<file path="src/adcrb_consts.svh">
// Constants for the converter register bank: offsets, field positions, reset values and timing.
`ifndef ADCRB_CONSTS_SVH
`define ADCRB_CONSTS_SVH
`define ADCRB_PTR_RESULT      2'h0
`define ADCRB_PTR_SETUP       2'h1
`define ADCRB_PTR_LOW_LIMIT   2'h2
`define ADCRB_PTR_HIGH_LIMIT  2'h3
`define ADCRB_RESULT_RESET    16'h0000
`define ADCRB_SETUP_RESET     16'h8583
`define ADCRB_LOW_RESET       16'h8000
`define ADCRB_HIGH_RESET      16'h7FFF
`define ADCRB_CODE_POS_MAX    16'h7FFF
`define ADCRB_CODE_NEG_MIN    16'h8000
`define ADCRB_BIT_START       15
`define ADCRB_BIT_MODE        8
`define ADCRB_CONV_TIME_NS    1000
`define ADCRB_CLK_PERIOD_NS   10
`define ADCRB_CONV_CYCLES     (`ADCRB_CONV_TIME_NS / `ADCRB_CLK_PERIOD_NS)
`endif

</file>
<file path="src/adcrb_pkg.sv">
// Types shared by the converter register bank files.
package adcrb_pkg;
  // Configuration word as stored in the setup register.
  typedef struct packed {
    logic       status_and_start;
    logic [2:0] input_select;
    logic [2:0] gain_range;
    logic       single_shot;
    logic [2:0] rate_select;
    logic       alert_window;
    logic       alert_polarity;
    logic       alert_latching;
    logic [1:0] alert_queue;
  } adcrb_setup_s;
  // One register access from the serial slave front end.
  typedef struct packed {
    logic        ptr_wr;
    logic [7:0]  ptr_byte;
    logic        reg_wr;
    logic [15:0] reg_data;
  } adcrb_access_s;
  // Conversion engine states.
  typedef enum logic [1:0] {
    ADCRB_IDLE = 2'b01,
    ADCRB_BUSY = 2'b10
  } adcrb_state_e;
endpackage

</file>
<file path="src/adcrb_bank.sv">
// Pointer-addressed register bank of a 16-bit converter behind a serial slave front end.
// How it works
// - Result is 16-bit two's complement code.
// - Out-of-range inputs saturate, never wrap around.
// - Zero, plus and minus one LSB map exactly.
// - Four registers, selected by current pointer.
// - Pointer codes result, setup, low, high.
// - Result register is read-only, writes ignored.
// - Result is zero until first conversion.
// - Setup register resets to 8583h.
// - Setup fields at their documented bit positions.
// - Writing one when idle starts single conversion.
// - Start writes ignored while converting.
// - Start bit reads zero while busy.
// - Limit reads return zero and writes are ignored on comparator-less variant; limit outputs hold reset values.
// - Pointer is retained until rewritten.
// - Words travel upper byte first, lower second.
// - Mode bit zero runs continuous conversions.
`timescale 1ns/1ps
`include "adcrb_consts.svh"
module adcrb_bank #(
  parameter bit HAS_LIMITS = 1'b1  // Clear for the variant without a comparator.
) (
  input  wire logic                     i_clk,         // System clock, 100 MHz.
  input  wire logic                     i_reset_n,     // Synchronous active-low reset.
  input  wire adcrb_pkg::adcrb_access_s i_access,      // Decoded pointer and register writes.
  input  wire logic                     i_read_start,  // Pulse at the start of a read transfer.
  input  wire logic                     i_byte_next,   // Pulse when the upper byte was sent.
  input  wire logic [19:0]              i_sample,      // Raw signed sample from the modulator.
  output logic      [7:0]               o_read_byte,   // Byte to be shifted out next.
  output logic      [15:0]              o_setup,       // Setup word for the analog side.
  output logic      [15:0]              o_low_limit,   // Low comparator limit.
  output logic      [15:0]              o_high_limit,  // High comparator limit.
  output logic                          o_busy         // High while a conversion runs.
);
  localparam logic [15:0] CONV_CYCLES = 16'(`ADCRB_CONV_CYCLES);

  logic [15:0]            code;                   // Clipped code of the current sample.
  logic [1:0]             ptr_q, ptr_d;           // Register pointer.
  logic [15:0]            result_q, result_d;     // Result register.
  adcrb_pkg::adcrb_setup_s setup_q, setup_d;      // Setup register.
  logic [15:0]            low_q, low_d;           // Low limit register.
  logic [15:0]            high_q, high_d;         // High limit register.
  adcrb_pkg::adcrb_state_e state_q, state_d;      // Conversion engine state.
  logic [15:0]            cnt_q, cnt_d;           // Conversion timer.
  logic [15:0]            shadow_q, shadow_d;     // Word frozen for the running read.
  logic [7:0]             rbyte_q, rbyte_d;       // Outgoing byte register.

  // Selects the word a read returns; the start bit shows the live idle state.
  function automatic logic [15:0] read_word(input logic [1:0] p, input logic busy,
                                            input logic [15:0] res, input logic [15:0] stp,
                                            input logic [15:0] lo, input logic [15:0] hi);
    logic [15:0] w;
    w = 16'h0000;
    case (p)
      `ADCRB_PTR_RESULT:     w = res;
      `ADCRB_PTR_SETUP:      w = {~busy, stp[14:0]};
      `ADCRB_PTR_LOW_LIMIT:  w = HAS_LIMITS ? lo : 16'h0000;
      `ADCRB_PTR_HIGH_LIMIT: w = HAS_LIMITS ? hi : 16'h0000;
      default:               w = 16'h0000;
    endcase
    return w;
  endfunction

  // Saturating code conversion lives in its own leaf, so no sample can wrap past full scale.
  adcrb_clip u_clip (
    .i_sample (i_sample),
    .o_code   (code)
  );

  // Pointer, configuration and limit registers.
  always_comb begin
    ptr_d   = ptr_q;
    setup_d = setup_q;
    low_d   = low_q;
    high_d  = high_q;
    // Only the two low pointer bits are kept; the master keeps the rest zero.
    if (i_access.ptr_wr) begin
      ptr_d = i_access.ptr_byte[1:0];
    end
    // Writes land on the register the pointer names; the result word is not writable.
    if (i_access.reg_wr) begin
      case (ptr_d)
        `ADCRB_PTR_SETUP: begin
          setup_d = adcrb_pkg::adcrb_setup_s'(i_access.reg_data);
          // The start bit is not stored as written; it always reflects status.
          setup_d.status_and_start = 1'b1;
        end
        `ADCRB_PTR_LOW_LIMIT:  low_d  = HAS_LIMITS ? i_access.reg_data : low_q;
        `ADCRB_PTR_HIGH_LIMIT: high_d = HAS_LIMITS ? i_access.reg_data : high_q;
        default:               ;  // Result register ignores writes.
      endcase
    end
  end

  // Registers the configuration group.
  always_ff @(posedge i_clk) begin
    if (!i_reset_n) begin
      ptr_q   <= `ADCRB_PTR_RESULT;
      setup_q <= adcrb_pkg::adcrb_setup_s'(`ADCRB_SETUP_RESET);
      low_q   <= `ADCRB_LOW_RESET;
      high_q  <= `ADCRB_HIGH_RESET;
    end else begin
      ptr_q   <= ptr_d;
      setup_q <= setup_d;
      low_q   <= low_d;
      high_q  <= high_d;
    end
  end

  // Conversion engine: a timer stands in for the analog conversion time.
  always_comb begin
    state_d  = state_q;
    cnt_d    = cnt_q;
    result_d = result_q;
    case (state_q)
      adcrb_pkg::ADCRB_IDLE: begin
        // Continuous mode restarts at once; in single-shot mode a start write
        // is only honoured here, in power-down.
        if (!setup_q.single_shot) begin
          state_d = adcrb_pkg::ADCRB_BUSY;
          cnt_d   = CONV_CYCLES;
        end else if (i_access.reg_wr && ptr_d == `ADCRB_PTR_SETUP &&
                     i_access.reg_data[`ADCRB_BIT_START]) begin
          state_d = adcrb_pkg::ADCRB_BUSY;
          cnt_d   = CONV_CYCLES;
        end
      end
      adcrb_pkg::ADCRB_BUSY: begin
        // Start writes are not looked at while busy.
        if (cnt_q <= 16'h0001) begin
          // The whole word is loaded in one edge, the only writer of the result.
          result_d = code;
          state_d  = adcrb_pkg::ADCRB_IDLE;
          cnt_d    = 16'h0000;
        end else begin
          cnt_d = cnt_q - 16'h0001;
        end
      end
      default: begin
        state_d = adcrb_pkg::ADCRB_IDLE;
        cnt_d   = 16'h0000;
      end
    endcase
  end

  // Registers the conversion group.
  always_ff @(posedge i_clk) begin
    if (!i_reset_n) begin
      state_q  <= adcrb_pkg::ADCRB_IDLE;
      cnt_q    <= 16'h0000;
      result_q <= `ADCRB_RESULT_RESET;
    end else begin
      state_q  <= state_d;
      cnt_q    <= cnt_d;
      result_q <= result_d;
    end
  end

  // Read path: the word is frozen at the start of a read so that both bytes come
  // from one snapshot even if a conversion ends mid-transfer.
  always_comb begin
    shadow_d = shadow_q;
    rbyte_d  = rbyte_q;
    if (i_read_start) begin
      shadow_d = read_word(ptr_q, state_q == adcrb_pkg::ADCRB_BUSY, result_q,
                           setup_q, low_q, high_q);
      rbyte_d  = shadow_d[15:8];
    end else if (i_byte_next) begin
      rbyte_d = shadow_q[7:0];
    end
  end

  // Registers the read group.
  always_ff @(posedge i_clk) begin
    if (!i_reset_n) begin
      shadow_q <= 16'h0000;
      rbyte_q  <= 8'h00;
    end else begin
      shadow_q <= shadow_d;
      rbyte_q  <= rbyte_d;
    end
  end

  // Outputs come straight from flip-flops.
  always_comb begin
    o_read_byte  = rbyte_q;
    o_setup      = setup_q;
    o_low_limit  = low_q;
    o_high_limit = high_q;
    o_busy       = state_q[1];
  end
endmodule

</file>
<file path="src/adcrb_clip.sv">
// Saturating converter that turns a wide signed sample into the 16-bit result code.
`timescale 1ns/1ps
`include "adcrb_consts.svh"
module adcrb_clip (
  input  wire logic [19:0] i_sample,  // Wide signed raw sample, one LSB equals one output code.
  output logic      [15:0] o_code     // Two's complement result code.
);
  // Clip at the full-scale codes instead of wrapping; in-range values pass unchanged, so
  // zero gives 0000h, one LSB gives 0001h and minus one LSB gives FFFFh.
  always_comb begin
    if ($signed(i_sample) > $signed({4'h0, `ADCRB_CODE_POS_MAX})) begin
      o_code = `ADCRB_CODE_POS_MAX;
    end else if ($signed(i_sample) < $signed({4'hF, `ADCRB_CODE_NEG_MIN})) begin
      o_code = `ADCRB_CODE_NEG_MIN;
    end else begin
      o_code = i_sample[15:0];
    end
  end
endmodule

</file>
<file path="config.mk">
export PLATFORM = sky130hd
export DESIGN_NAME = adcrb_bank
export DESIGN_NICKNAME = d
export VERILOG_FILES = /design/src/adcrb_pkg.sv /design/src/adcrb_bank.sv /design/src/adcrb_clip.sv
export VERILOG_INCLUDE_DIRS = /design/src
export SDC_FILE = /design/constraint.sdc
export NUM_CORES = 1
export LEC_CHECK = 0
export BUFFER_PORTS_ARGS = -buffer_cell sky130_fd_sc_hd__clkbuf_2
export CAP_MARGIN = 0
export CORE_UTILIZATION = 58
export DETAILED_ROUTE_END_ITERATION = 10
export PLACE_DENSITY = 0.85
export SYNTH_ARGS = -nofsm -noshare
export SYNTH_HDL_FRONTEND = slang
export SYNTH_SLANG_ARGS = --single-unit
</file>
<file path="constraint.sdc">
create_clock -name i_clk -period 3.6 [get_ports i_clk]
set_clock_uncertainty 0.05 [all_clocks]
set_input_delay 0.72 -clock i_clk [delete_from_list [all_inputs] [get_ports i_clk]]
set_output_delay 0.72 -clock i_clk [all_outputs]
set_load 0.02 [all_outputs]
</file>
==> results.sh <==
export IMPL_layout_drive_gt1_share_pct=25.57
export IMPL_clk_pin_slew_ns=0.10
export IMPL_slew_headroom_pct=27.54
export IMPL_area_growth_pct=16.20
export IMPL_ant_nets=0
export IMPL_ctsResizeCount=0
export IMPL_crit_fanout=16
export IMPL_cts_tree="yes"
export IMPL_leakagePower_nw=2.308
export IMPL_wl_per_cell_um=18.03
export IMPL_synthesis_nets=539
export IMPL_synth_area_leaders="dfxtp_1 (44%), mux2i_1 (11%), mux4_2 (8.0%), nand2_1 (6.6%), nor2_1 (4.1%)"
export IMPL_rows=31
export IMPL_cts_buffer_depth=2
export IMPL_start_kind="flop"
export IMPL_timing_setup_tns_ns=0
export IMPL_worstSkewPairLatency_ns=0.36
export IMPL_port_buffers=99
export IMPL_numCtsBuffers=9
export IMPL_synth_edff_count=0
export IMPL_rsz0062_at_grt="false"
export IMPL_yosysSeqAreaShare_pct=44.23
export IMPL_grt_max_degree=37
export IMPL_crit_family="simple AND/OR/NAND/NOR gates"
export IMPL_slowest_stage="nand4_1"
export IMPL_grt_pass1_vias=3868
export IMPL_grt_first_pass_wirelength_mm=19.52
export IMPL_setup_viol=0
export IMPL_hold_path_class="flop to flop"
export IMPL_antenna_found_initial=0
export IMPL_cts_max_level=3
export IMPL_postCtsSetupRepairBufs=0
export IMPL_synthArstFlopShare_pct=0
export IMPL_tightest_slew_ns=1.084
export IMPL_clockRootBuffer="clkbuf_8"
export IMPL_hold_viol_final=0
export IMPL_synth_ff_type="dfxtp_1"
export IMPL_initialDrtViolationCount=370
export IMPL_ys_ff_latch=99
export IMPL_num_vias=4113
export IMPL_synth_most_common_cell="dfxtp_1"
export IMPL_die_width_um=89.89
export IMPL_finalCritPeriodShare_pct=69.92
export IMPL_crit_chain="or4_4 > nor4_4 > nand4_1 > nand2_1 > a21oi_1"
export IMPL_firstDrtPassIters=5
export IMPL_die_h_um=89.89
export IMPL_path_buf_inv=0
export IMPL_cpPeakStageDelay_ns=0.70
export IMPL_overflow=0
export IMPL_yosysWarnings=0
export IMPL_status="completed"
export IMPL_synth_area_per_cell_sq_um=9.238
export IMPL_hpwl_mm=8.056
export IMPL_irDropWorstVdd_mv=0.2496
export IMPL_min_period_ns=2.517
export IMPL_yosys_area_top_type="dfxtp_1"
export IMPL_grt_use_total_pct=30.30
export IMPL_final_max_slew_violation_count=0
export IMPL_worst_setup_path_type="flop to flop"
export IMPL_critPathArrivalTime_ns=2.71
export IMPL_dieArea_sq_um=8080
export IMPL_drc=0
export IMPL_antennaDiodeCount=0
export IMPL_io_pins=107
export IMPL_critPathRequiredTime_ns=3.80
export IMPL_routed_via_density=6.102
export IMPL_globalplace_congestion=0.9056
export IMPL_maxCapViolations=0
export IMPL_yosysUniqueCellTypes=44
export IMPL_cts_hold_buffers_added=0
export IMPL_nets=624
export IMPL_powerDensity_nw_per_um2=512.6
export IMPL_fmax_mhz=397.3
export IMPL_syn_inst=485
export IMPL_worst_hold_slack_ns=0.4073
export IMPL_end_kind="flop"
export IMPL_yosys_top_cells_count="dfxtp_1 (99), nand2_1 (79), nor2_1 (49)"
export IMPL_syn_area_sq_um=4481
export IMPL_clock_sinks=99
export IMPL_core_region_area_sq_um=7370
export IMPL_synth_top_area_share_pct=44.23
export IMPL_wl_mm=12.16
export IMPL_start_util_pct=60.80
-- area by class of cell --
| type | instances | area (sq um) |
|---|---|---|
| clock buffers | 10 | 137.6 |
| flip-flops and latches | 99 | 1982 |
| well taps | 99 | 123.9 |
| repair buffers | 108 | 563.0 |
| fillers | 559 | 2163 |
| inverters | 9 | 33.78 |
| clock inverters | 6 | 56.30 |
| multi-input cells | 343 | 2310 |
-- cells in the final DEF, fill, tap and decap left out, types with 10 or more instances in the layout --
cell and count:
clkbuf_2 99, dfxtp_1 99, mux4_2 16, nand2_1 79, o211ai_1 17, nand3_1 21
a21oi_1 34, nor2_1 49, clkbuf_8 10, mux2i_1 48
-- worst reg2reg max path, cell delays in order (launching register included) --
cell,delay [ns]
dfxtp_1,0.35
or4_4,0.59
nor4_4,0.31
nand4_1,0.70
nand2_1,0.29
a21oi_1,0.11
-- kinds of logic after synthesis --
logic type | Yosys count | synth area share [%]
and+or+nand+nor | 189 | 19.63
DFF | 99 | 44.23
AOI/OAI and AO/OA | 85 | 11.95
muxes | 64 | 18.77
buffers and inverters | 43 | 4.217
adders and majority gates | 4 | 1.117
other | 1 | 0.08370
-- where the power goes --
| group | switching (mW) | internal [mW] |
|---|---|---|
| Sequential | 0.0527 | 1.16 |
| Combinational | 0.477 | 0.280 |
| Clock | 0.415 | 0.285 |
| Total | 0.945 | 1.72 |
-- state kept, by name, summed over array words and instances (netlist names) --
register	cells
cnt_q	16
ptr_q	2
result_q	16
o_high_limit	16
o_setup	15
state_q	2
shadow_q	8
o_read_byte	8
o_low_limit	16
-- path summary, 6_finish.rpt --
| kind | startpoint | end | slack, ns | cells after the start |
|---|---|---|---|---|
| setup reg to reg | cnt_q[11] | result_q[9] | 1.08 | 5 |
| hold reg to reg | result_q[8] | result_q[8] | 0.41 | 2 |
| setup / recovery | cnt_q[11] | result_q[9] | 1.08 | 5 |
| hold / removal | result_q[8] | result_q[8] | 0.41 | 2 |
-- per-stage QoR --
stage	utilization [%]	setup WS, ns	instance area (sq um)	total power, mW	instances
2_1_floorplan	-	1.430	4481	1.768	485
3_3_place_gp	68.01	1.198	5012	1.932	658
3_5_place_dp	68.01	1.096	5012	1.966	658
4_1_cts	70.65	1.085	5206	2.649	674
5_1_grt	70.65	0.9376	5206	2.793	674
6_report	70.65	1.083	5206	2.669	674
-- per-layer routing --
layer / vias up / share of wire, % / GRT usage (%)
li1: 1902 / - / -
met1: 1949 / 43 / 42.84
met2: 234 / 46 / 45.64
met3: 28 / 9.0 / 6.261
met4: 0 / 2.0 / 11.83
met5: - / 0 / 0
Power figures use the tool's default switching activity.
